## src/hdl/adc_result_pkg.sv

```systemverilog
package adc_result_pkg;

  localparam logic [7:0]  OFS_INPUT_VOLTAGE   = 8'h23;
  localparam logic [7:0]  OFS_SYSTEM_VOLTAGE  = 8'h25;
  localparam logic [7:0]  OFS_INPUT_CURRENT   = 8'h27;
  localparam logic [7:0]  OFS_DIE_TEMPERATURE = 8'h29;
  localparam logic [7:0]  OFS_FIRST_ALARM     = 8'h2b;
  localparam logic [7:0]  OFS_SECOND_ALARM    = 8'h2d;

  localparam logic [15:0] RESULT_RESET        = 16'h0000;
  localparam logic [15:0] FIRST_ALARM_RESET   = 16'h2900;
  localparam logic [15:0] SECOND_ALARM_RESET  = 16'h41c0;
  localparam logic [11:0] FIRST_THRESH_RESET  = 12'h290;
  localparam logic [11:0] SECOND_THRESH_RESET = 12'h41c;

  localparam int          THRESH_MSB          = 15;
  localparam int          THRESH_LSB          = 4;
  localparam int          POLARITY_BIT        = 3;

  // full-scale codes: 6000/1.5, 20000/5, 5000/1.25, 1100/0.5
  localparam logic [15:0] INPUT_VOLTAGE_LOW_MAX  = 16'h0fa0;
  localparam logic [15:0] INPUT_VOLTAGE_HIGH_MAX = 16'h0fa0;
  localparam logic [15:0] SYSTEM_VOLTAGE_MAX     = 16'h0fa0;
  localparam logic [15:0] INPUT_CURRENT_MAX      = 16'h0898;

  // channel select codes of a comparator
  localparam logic [2:0]  CH_DIE_TEMPERATURE  = 3'h0;
  localparam logic [2:0]  CH_INPUT_VOLTAGE    = 3'h5;
  localparam logic [2:0]  CH_SYSTEM_VOLTAGE   = 3'h6;
  localparam logic [2:0]  CH_INPUT_CURRENT    = 3'h7;

  typedef enum logic [2:0] {
    WR_IDLE = 3'b001,
    WR_HIGH = 3'b010,
    WR_DONE = 3'b100
  } write_state_t;

endpackage : adc_result_pkg

```

## src/hdl/alarm_comparator.sv

```systemverilog
`timescale 1ns/1ps
`default_nettype none
// one threshold comparator; fires a single pulse on entry into alarm
module alarm_comparator (
  input  wire logic        ref_clk_i,
  input  wire logic        rst_n_i,
  input  wire logic [11:0] threshold_i,
  input  wire logic        polarity_i,
  input  wire logic        sample_valid_i,
  input  wire logic [15:0] sample_i,
  output logic             alarm_pulse_o
);

  logic [11:0] sample_top;
  logic        cond;
  logic        cond_r;

  assign sample_top = sample_i[adc_result_pkg::THRESH_MSB:adc_result_pkg::THRESH_LSB];
  assign cond = polarity_i ? (sample_top >= threshold_i)
                           : (sample_top <  threshold_i);

  // edge detect so a lasting alarm does not keep firing
  always_ff @(posedge ref_clk_i or negedge rst_n_i) begin
    if (!rst_n_i) begin
      cond_r        <= 1'b0;
      alarm_pulse_o <= 1'b0;
    end else begin
      alarm_pulse_o <= 1'b0;
      if (sample_valid_i) begin
        cond_r        <= cond;
        alarm_pulse_o <= cond && !cond_r;
      end
    end
  end
endmodule : alarm_comparator
`default_nettype wire

```

## src/hdl/adc_result_regs.sv

```systemverilog
`timescale 1ns/1ps
`default_nettype none
// Behaviour
// - input-voltage result RO at 0x23, resets zero
// - input-voltage span per range, clamped high
// - input-voltage step 1.5 mV or 5 mV
// - system-voltage result RO at 0x25, resets zero
// - system voltage 1.25 mV steps, clamp 0xfa0
// - input-current result RO at 0x27, resets zero
// - input current 0.5 mA steps, clamp 0x898
// - die-temperature result RO at 0x29, resets zero
// - die temperature two's complement, 0.5 C steps
// - first alarm register 0x2b resets 0x2900
// - first threshold bits 15:4, resets 0x290
// - polarity 0 fires when below threshold
// - polarity 1 fires when at or above
// - second alarm register 0x2d resets 0x41c0
// - second threshold and polarity; bits 2:0 zero
module adc_result_regs #(
  parameter int RESULT_W = 16
) (
  input  wire logic                ref_clk_i,
  input  wire logic                reset_n_i,
  // register port: byte-wide, a 16-bit register takes offset then offset+1
  input  wire logic                reg_wr_i,
  input  wire logic                reg_rd_i,
  input  wire logic [7:0]          reg_addr_i,
  input  wire logic [7:0]          reg_wdata_i,
  output logic      [7:0]          reg_rdata_o,
  output logic                     reg_ack_o,
  // register reset from the device's reset control
  input  wire logic                reg_reset_i,
  input  wire logic                input_overvoltage_range_select_i,
  // raw converter results, already in result lsb units of each range
  input  wire logic                conv_valid_i,
  input  wire logic [RESULT_W-1:0] input_voltage_raw_i,
  input  wire logic [RESULT_W-1:0] system_voltage_raw_i,
  input  wire logic [RESULT_W-1:0] input_current_raw_i,
  input  wire logic [RESULT_W-1:0] die_temperature_raw_i,
  input  wire logic [2:0]          first_channel_i,
  input  wire logic [2:0]          second_channel_i,
  output logic                     first_alarm_o,
  output logic                     second_alarm_o
);

  logic                 rst_sync1_r;
  logic                 rst_n;
  logic [RESULT_W-1:0]  input_voltage_r;
  logic [RESULT_W-1:0]  system_voltage_r;
  logic [RESULT_W-1:0]  input_current_r;
  logic [RESULT_W-1:0]  die_temperature_r;
  logic [11:0]          first_thresh_r;
  logic                 first_pol_r;
  logic [11:0]          second_thresh_r;
  logic                 second_pol_r;
  logic [7:0]           wr_low_r;
  logic [7:0]           wr_addr_r;
  logic [7:0]           rd_high_r;
  logic                 res_valid_r;
  logic [RESULT_W-1:0]  input_voltage_max;
  logic [RESULT_W-1:0]  first_sample;
  logic [RESULT_W-1:0]  second_sample;
  logic [15:0]          reg_word;
  logic [7:0]           rd_base;
  adc_result_pkg::write_state_t wr_state_r;

  always_ff @(posedge ref_clk_i or negedge reset_n_i) begin
    if (!reset_n_i) begin
      rst_sync1_r <= 1'b0;
      rst_n       <= 1'b0;
    end else begin
      rst_sync1_r <= 1'b1;
      rst_n       <= rst_sync1_r;
    end
  end

  // both ranges span 4000 codes: 6000/1.5 and 20000/5
  assign input_voltage_max = input_overvoltage_range_select_i
                             ? adc_result_pkg::INPUT_VOLTAGE_HIGH_MAX
                             : adc_result_pkg::INPUT_VOLTAGE_LOW_MAX;

  // results capture clamped values, die temperature unclamped; cleared to zero by the register reset too
  always_ff @(posedge ref_clk_i or negedge rst_n) begin
    if (!rst_n) begin
      input_voltage_r   <= adc_result_pkg::RESULT_RESET;
      system_voltage_r  <= adc_result_pkg::RESULT_RESET;
      input_current_r   <= adc_result_pkg::RESULT_RESET;
      die_temperature_r <= adc_result_pkg::RESULT_RESET;
      res_valid_r       <= 1'b0;
    end else if (reg_reset_i) begin
      input_voltage_r   <= adc_result_pkg::RESULT_RESET;
      system_voltage_r  <= adc_result_pkg::RESULT_RESET;
      input_current_r   <= adc_result_pkg::RESULT_RESET;
      die_temperature_r <= adc_result_pkg::RESULT_RESET;
      res_valid_r       <= 1'b0;
    end else begin
      res_valid_r <= conv_valid_i;
      if (conv_valid_i) begin
        input_voltage_r   <= (input_voltage_raw_i > input_voltage_max) ? input_voltage_max
                                                                       : input_voltage_raw_i;
        system_voltage_r  <= (system_voltage_raw_i > adc_result_pkg::SYSTEM_VOLTAGE_MAX)
                             ? adc_result_pkg::SYSTEM_VOLTAGE_MAX : system_voltage_raw_i;
        input_current_r   <= (input_current_raw_i > adc_result_pkg::INPUT_CURRENT_MAX)
                             ? adc_result_pkg::INPUT_CURRENT_MAX : input_current_raw_i;
        die_temperature_r <= die_temperature_raw_i;
      end
    end
  end

  // two-byte write: low address latches the high byte, next address commits
  always_ff @(posedge ref_clk_i or negedge rst_n) begin
    if (!rst_n) begin
      wr_state_r <= adc_result_pkg::WR_IDLE;
      wr_low_r   <= 8'h00;
      wr_addr_r  <= 8'h00;
    end else begin
      case (wr_state_r)
        adc_result_pkg::WR_IDLE: begin
          if (reg_wr_i) begin
            wr_low_r   <= reg_wdata_i;
            wr_addr_r  <= reg_addr_i;
            wr_state_r <= adc_result_pkg::WR_HIGH;
          end
        end
        adc_result_pkg::WR_HIGH: begin
          if (reg_wr_i) begin
            wr_state_r <= (reg_addr_i == wr_addr_r + 8'h01) ? adc_result_pkg::WR_DONE
                                                             : adc_result_pkg::WR_HIGH;
            if (reg_addr_i != wr_addr_r + 8'h01) begin
              wr_low_r  <= reg_wdata_i;
              wr_addr_r <= reg_addr_i;
            end
          end
        end
        adc_result_pkg::WR_DONE: begin
          wr_state_r <= adc_result_pkg::WR_IDLE;
        end
        default: begin
          wr_state_r <= adc_result_pkg::WR_IDLE;
        end
      endcase
    end
  end

  logic commit;
  assign commit = (wr_state_r == adc_result_pkg::WR_HIGH) && reg_wr_i
                  && (reg_addr_i == wr_addr_r + 8'h01);

  always_ff @(posedge ref_clk_i or negedge rst_n) begin
    if (!rst_n) begin
      first_thresh_r  <= adc_result_pkg::FIRST_THRESH_RESET;
      first_pol_r     <= 1'b0;
      second_thresh_r <= adc_result_pkg::SECOND_THRESH_RESET;
      second_pol_r    <= 1'b0;
    end else if (reg_reset_i) begin
      first_thresh_r  <= adc_result_pkg::FIRST_THRESH_RESET;
      first_pol_r     <= 1'b0;
      second_thresh_r <= adc_result_pkg::SECOND_THRESH_RESET;
      second_pol_r    <= 1'b0;
    end else if (commit) begin
      // register word is {high byte at offset, low byte at offset+1}
      if (wr_addr_r == adc_result_pkg::OFS_FIRST_ALARM) begin
        first_thresh_r <= {wr_low_r, reg_wdata_i[7:4]};
        first_pol_r    <= reg_wdata_i[adc_result_pkg::POLARITY_BIT];
      end
      if (wr_addr_r == adc_result_pkg::OFS_SECOND_ALARM) begin
        second_thresh_r <= {wr_low_r, reg_wdata_i[7:4]};
        second_pol_r    <= reg_wdata_i[adc_result_pkg::POLARITY_BIT];
      end
    end
  end

  // read mux: high byte at the printed offset, low byte at the next one
  assign rd_base = reg_addr_i[0] ? reg_addr_i : reg_addr_i - 8'h01;

  always_comb begin
    case (rd_base)
      adc_result_pkg::OFS_INPUT_VOLTAGE:   reg_word = input_voltage_r;
      adc_result_pkg::OFS_SYSTEM_VOLTAGE:  reg_word = system_voltage_r;
      adc_result_pkg::OFS_INPUT_CURRENT:   reg_word = input_current_r;
      adc_result_pkg::OFS_DIE_TEMPERATURE: reg_word = die_temperature_r;
      adc_result_pkg::OFS_FIRST_ALARM:     reg_word = {first_thresh_r, first_pol_r, 3'h0};
      adc_result_pkg::OFS_SECOND_ALARM:    reg_word = {second_thresh_r, second_pol_r, 3'h0};
      default:                             reg_word = 16'h0000;
    endcase
  end

  // low byte is snapshotted with the high byte so a 16-bit read is coherent
  always_ff @(posedge ref_clk_i or negedge rst_n) begin
    if (!rst_n) begin
      reg_rdata_o <= 8'h00;
      rd_high_r   <= 8'h00;
      reg_ack_o   <= 1'b0;
    end else begin
      reg_ack_o <= reg_rd_i | reg_wr_i;
      if (reg_rd_i) begin
        if (reg_addr_i[0]) begin
          reg_rdata_o <= reg_word[15:8];
          rd_high_r   <= reg_word[7:0];
        end else begin
          reg_rdata_o <= rd_high_r;
        end
      end
    end
  end

  function automatic logic [RESULT_W-1:0] pick(input logic [2:0] ch,
                                                 input logic [RESULT_W-1:0] in_volt,
                                                 input logic [RESULT_W-1:0] sys_volt,
                                                 input logic [RESULT_W-1:0] in_curr,
                                                 input logic [RESULT_W-1:0] die_temp);
    case (ch)
      adc_result_pkg::CH_INPUT_VOLTAGE:  pick = in_volt;
      adc_result_pkg::CH_SYSTEM_VOLTAGE: pick = sys_volt;
      adc_result_pkg::CH_INPUT_CURRENT:  pick = in_curr;
      default:                           pick = die_temp;
    endcase
  endfunction : pick

  assign first_sample  = pick(first_channel_i, input_voltage_r, system_voltage_r,
                              input_current_r, die_temperature_r);
  assign second_sample = pick(second_channel_i, input_voltage_r, system_voltage_r,
                              input_current_r, die_temperature_r);

  alarm_comparator u_first (
    .ref_clk_i      (ref_clk_i),
    .rst_n_i        (rst_n),
    .threshold_i    (first_thresh_r),
    .polarity_i     (first_pol_r),
    .sample_valid_i (res_valid_r),
    .sample_i       (first_sample),
    .alarm_pulse_o  (first_alarm_o)
  );

  alarm_comparator u_second (
    .ref_clk_i      (ref_clk_i),
    .rst_n_i        (rst_n),
    .threshold_i    (second_thresh_r),
    .polarity_i     (second_pol_r),
    .sample_valid_i (res_valid_r),
    .sample_i       (second_sample),
    .alarm_pulse_o  (second_alarm_o)
  );
endmodule : adc_result_regs
`default_nettype wire

```

## config.mk

```make
export PLATFORM = sky130hd
export DESIGN_NAME = adc_result_regs
export DESIGN_NICKNAME = d
export VERILOG_FILES = /design/src/hdl/adc_result_pkg.sv /design/src/hdl/alarm_comparator.sv /design/src/hdl/adc_result_regs.sv
export SDC_FILE = /design/constraint.sdc
export NUM_CORES = 1
export LEC_CHECK = 0
export BUFFER_PORTS_ARGS = -buffer_cell sky130_fd_sc_hd__clkbuf_2
export CAP_MARGIN = 20
export CORE_MARGIN = 3
export CORE_UTILIZATION = 40
export DETAILED_ROUTE_END_ITERATION = 7
export GPL_TIMING_DRIVEN = 1
export PLACE_DENSITY_LB_ADDON = 0.3
export SYNTH_ARGS = -nofsm -noshare
export SYNTH_HDL_FRONTEND = slang
export SYNTH_SLANG_ARGS = --single-unit
export TNS_END_PERCENT = 1
```

## constraint.sdc

```tcl
create_clock -name ref_clk_i -period 5.3 [get_ports ref_clk_i]
set_clock_uncertainty 0.05 [all_clocks]
set_input_delay 1.06 -clock ref_clk_i [delete_from_list [all_inputs] [get_ports ref_clk_i]]
set_output_delay 1.06 -clock ref_clk_i [all_outputs]
set_load 0.1 [all_outputs]
```

Yosys cells after proc, flatten, opt, wreduce, memory -nomap -nowiden
Index checks and enable logic that the tools add are counted.

Input port bits: 93. Flip-flop bits (word level): 133. Bits in writable memories: 0. Memories: 0. Bits in latches: 0. ROM bits: 0. Logic and storage cells: 113.

Div/mod/pow operators: 0. Shift-type cells: 0. Mux-type cells: 45. Bitwise logic cells: 1. $lt $le $gt $ge: 7. $mul: 0. Eq/ne operators: 21. Add/subtract/negate cells: 2. Reductions and logical operators: 16.

Operators with widths (count): $mux W16 (11); $pmux W16 S3 (2); $pmux W16 S6 (1); $mux W12 (6); $eq A8 B6 Y1 const B (8); $mux W8 (8); $gt A16 B12 Y1 const B (3); $pmux W8 S2 (2); $ge A12 B12 Y1 (2); $lt A12 B12 Y1 (2); $eq A3 B3 Y1 const B (6); $mux W1 (11); $reduce_bool A2 Y1 (5); $mux W3 (3); $add A8 B1 Y8 const B (1); $eq A8 B8 Y1 (1); $ne A8 B8 Y1 (1); $reduce_and A2 Y1 (4); $sub A8 B1 Y8 const B (1); $ne A2 B2 Y1 const B (3); $pmux W3 S2 (1); $logic_and A1 B1 Y1 (4); $reduce_and A4 Y1 (1); $eq A3 B1 Y1 const B (1); 3 further kinds (4).

Depth between registers and ports, before layout
Depth after elaboration: 6. Depth in mapped cells: 13.

Cells and area by module
A second synthesis with hierarchy kept.

Cell total of the unflattened synthesis: 951. Area, all modules: 8612.0 µm².

Modules (own cells, without submodules): adc_result_regs (sequential area each 3238.1 µm², times used 1, area an instance 7823.8 µm², cells an instance 855); alarm_comparator (sequential area each 50.0 µm², times used 2, area an instance 394.1 µm², cells an instance 48).

Least setup slack after synthesis
No wires, ideal clock.

Path kind: input to register. Start point: in second_channel_i[1]. End point: reg u_second.cond_r. Arrival: 3607 ps. Library setup time: 82 ps. Stages: 13. Slack: 1562 ps. Cell sequence: clkbuf_1 > buf_1 > mux2i_1 > nand2_1 > o21ai_0 > a21oi_1 > ha_1 > nor2b_1 > o21a_1 > o21a_1 > o21ai_0 > or3b_2 > a31oi_1.

Cells in the longest elaborated chain, start to end: 4.

RTL lines: start: declaration (RTL line adc_result_regs.sv:41) `input wire logic [2:0] second_channel_i,`; $eq A3 B3 Y1 (RTL line adc_result_regs.sv:212) `case (ch)`; $pmux W16 S3 (*) (RTL line adc_result_regs.sv:212); $lt A12 B12 Y1 or $ge A12 B12 Y1 (tied branches) (RTL line alarm_comparator.sv:20, alarm_comparator.sv:19); $mux W1 (*) (RTL line alarm_comparator.sv:19) `assign cond = polarity_i ? (sample_top >= threshold_i)`; end signal: assignment (RTL line alarm_comparator.sv:30) `cond_r <= cond;`; end: declaration (RTL line alarm_comparator.sv:16) `logic cond_r;`.

Every way passes the cells marked *; elsewhere a longest branch is shown, timed or not. A chain may end at the register's enable or synchronous reset.

Worst setup path after layout
Start point: in reg_addr_i[0]. End point: reg reg_rdata_o[1].

Cells in the longest elaborated chain, start to end: 5.

RTL lines: start: declaration (RTL line adc_result_regs.sv:27) `input wire logic [7:0] reg_addr_i,`; $sub A8 B1 Y8 (RTL line adc_result_regs.sv:174) `assign rd_base = reg_addr_i[0] ? reg_addr_i : reg_addr_i - 8'h01;`; $mux W8 (RTL line adc_result_regs.sv:174); $eq A8 B6 Y1 (RTL line adc_result_regs.sv:177) `case (rd_base)`; $pmux W16 S6 (RTL line adc_result_regs.sv:177); $mux W8 (*) (RTL line adc_result_regs.sv:197) `if (reg_addr_i[0]) begin`; end signal: assignment (RTL line adc_result_regs.sv:198) `reg_rdata_o <= reg_word[15:8];`; end signal: assignment (RTL line adc_result_regs.sv:201) `reg_rdata_o <= rd_high_r;`; end: declaration (RTL line adc_result_regs.sv:29) `output logic [7:0] reg_rdata_o,`.

Marks and branches as above.

==> reports/qor.txt <==
status: finished, final reports clean
crit start category: primary input
GR Util All Layers: 22.35%
Area Overhead vs Synth: 17.37%
Final Setup Violations: 0
post-CTS sizing: 0
Starting Density: 41.43%
worst skew pair latency: 0.43 ns
CP Max Fanout: 16
pwr/cell area: 338.5 nW/µm²
Die Ht: 146.3 µm
Max Fclk: 0.2648 GHz
I/O Buffers: 102
H-tree depth: 4
worst r2r dst: wr_low_r[4]
overall die width: 146.3 µm
r2r setup slk: 2.20 ns
Worst-path clk slew: 0.06 ns
TritonCTS clock tree: built
core area: 19020 µm²
Buf+Inv Stages, Crit Path: 3
critical path cell sequence: clkbuf_2 -> clkinv_1 -> ha_1 -> nor3b_1 -> a22o_1 -> buf_4 -> a222oi_1 -> nand2_1 -> a31o_2
die area: 21420 µm²
Yosys cell types: 64
maxcap violations: 0
period utilisation layout: 71.26%
Netlist Area Pre-Place: 7879 µm²
# nets final: 1065
post-synthesis sequential area ratio: 42.37%
critical path class: in2reg
Slew Viols, Final: 0
via count: 6936
synthesized flop and latch total: 133
vias in the first global route: 6540
total global routing overflow: 0
drt initial violations: 701
gpl congestion: 0.9498
post-route insts no fill: 1218
min-delay worst type: reg2async
crit end category: flop
fraction of registers with async set/reset: 100.0%
IO Count: 104
DPL Wire Length: 17.28 mm
Final TNS setup: 0 ns
post-CTS setup buffer count: 0
Mapped Cells: 864
Clock Tree Buf Depth: 2
Post-synth EDFFs: 0
Main synth FF type: dfrtp_1
Slew HR: 41.82%
TritonCTS Buffers: 17
Syn Nets: 984
# rows: 50
1st-pass router iterations: 7
RSZ-0062 raised after global routing: false
number of clock sinks: 133
DR vias/cell: 5.695
first-pass GRT wire length: 37.44 mm
CP max stage cell: a222oi_1
DRC: 0
static leakage: 0.004329 µW
# diodes: 0
Slew @ Worst Pin: 0.8675 ns
Hold-fix buffers, CTS: 0
syn avg cell area: 9.119 µm²
final hold vios: 0
DRT Wirelength: 23.67 mm
fraction of layout cells with a size suffix above 1: 19.83%
VDD IR max: 0.2983 mV
average wire per standard cell: 19.43 µm
Root Buffer: clkbuf_16
dpl cells: 1184
FF-to-FF path depth: 9
antenna violations before repair: 0
worst path arrival time: 4.04 ns
R2R Path Start: wr_addr_r[0]
max incr delay on CP: 0.68 ns
Post-DRT Antenna Nets: 0
required time of the critical path: 5.57 ns
CP delay by family, top: compound AO/OA/AOI/OAI gates
synth warn: 0
largest net degree at the start of global routing: 78
minimum clock period after layout: 3.777 ns
[registers in the layout, summed over array words and instances, names as in the netlist, 3 cells and up]
register,cells
wr_low_r,8
second_thresh_r,12
wr_state_r,3
input_current_r,16
wr_addr_r,8
die_temperature_r,16
reg_rdata_o,8
input_voltage_r,16
rd_high_r,8
system_voltage_r,16
first_thresh_r,12
[logic make-up (layout without fill, tap and decap cells)]
kind of cell / Yosys count / count (layout) / synth area share, %
adder cells (fa/ha/maj): 27 / 27 / 4.288
multiplexers: 65 / 65 / 8.814
XOR/XNOR: 8 / 8 / 0.8893
AO/OA/AOI/OAI: 263 / 263 / 23.06
buffers and inverters: 90 / 184 / 4.510
other: 1 / 1 / 0.04760
flip-flops: 133 / 133 / 42.37
AND/OR/NAND/NOR: 277 / 277 / 16.02
[cells in the mapped netlist (all sizes together) (10+ instances only)]
cell / n / area (µm²)
dfrtp: 125 / 3128
nor2: 92 / 345.3
nand2: 84 / 315.3
a21oi: 69 / 345.3
mux2i: 51 / 510.5
clkbuf: 45 / 168.9
o21ai: 43 / 219.0
inv: 34 / 127.6
nand3: 32 / 160.2
ha: 27 / 337.8
a21o: 26 / 195.2
a22o: 23 / 201.4
a211oi: 18 / 147.6
and2: 17 / 106.4
mux2: 14 / 183.9
a31oi: 12 / 75.07
nand2b: 12 / 75.07
buf: 10 / 55.05
[power by group]
part / switching (µW) / total (µW) / internal, µW
logic: 387 / 678 / 291
registers: 121 / 1240 / 1120
clock network: 474 / 1220 / 742
[area by class of cell]
type / instances / area, µm²
fillers: 1865 / 9771
multi-input cells: 641 / 4204
flip-flops and latches: 133 / 3342
repair buffers: 117 / 643.1
clock buffers: 17 / 425.4
well taps: 260 / 325.3
clock inverters: 15 / 176.4
inverters: 35 / 131.4
[metrics by stage]
stage / setup WS [ns] / hold WS (ns) / utilization, % / power (µW) / cell area [µm²]
after global placement: 1.200 / 0.2863 / 45.28 / 1902 / 8611
after floorplan: 1.284 / 0.2812 / - / 1718 / 7879
after detailed placement: 1.218 / 0.2911 / 45.28 / 1911 / 8611
final: 1.523 / 0.2326 / 48.63 / 3131 / 9248
after global routing: 1.344 / 0.2868 / 48.63 / 3282 / 9248
after CTS: 1.671 / 0.3039 / 48.44 / 3138 / 9213
[metal layers]
metal	global-route usage (%)	part of all wire (%)
met1	32.90	46
met4	6.679	2.1
met3	4.780	6.3
met2	33.16	45
met5	0	0
[cells in the final DEF (no fill, tap or decap), types with 6 or more instances in the layout]
cell type | Yosys | final
a22o_1 | 23 | 23
mux2i_1 | 51 | 51
and2_1 | 17 | 17
clkbuf_16 | 0 | 17
nor2_1 | 92 | 91
clkbuf_2 | 0 | 102
nand2b_1 | 12 | 12
a31oi_1 | 12 | 12
o21ai_0 | 42 | 42
o21a_1 | 6 | 6
nand4_1 | 6 | 6
dfstp_2 | 8 | 8
dfrtp_1 | 125 | 124
nor3_1 | 9 | 7
nor2b_1 | 7 | 7
a21o_1 | 26 | 26
a221oi_1 | 9 | 9
a31o_2 | 6 | 6
a21oi_1 | 69 | 69
buf_4 | 2 | 13
mux2_4 | 7 | 7
inv_1 | 34 | 34
nand2_1 | 84 | 84
or4_1 | 6 | 6
a221o_1 | 8 | 8
a211oi_1 | 17 | 17
nand3_1 | 32 | 32
ha_1 | 27 | 27
mux2_2 | 7 | 7
a22oi_1 | 7 | 7
[how the worst max path moves through the flow]
stage | startpoint | cells after the start | endpoint | slack (ns)
floorplan | rst_n | 0 | die_temperature_r[0] | 1.28
global placement | reg_addr_i[0] | 9 | reg_rdata_o[2] | 1.20
detailed placement | reg_addr_i[0] | 9 | reg_rdata_o[1] | 1.22
CTS | reg_addr_i[0] | 9 | reg_rdata_o[1] | 1.67
global route | reg_addr_i[0] | 9 | reg_rdata_o[1] | 1.34
finish | reg_addr_i[0] | 9 | reg_rdata_o[1] | 1.52
No activity file was read; power rests on OpenSTA's default activity.
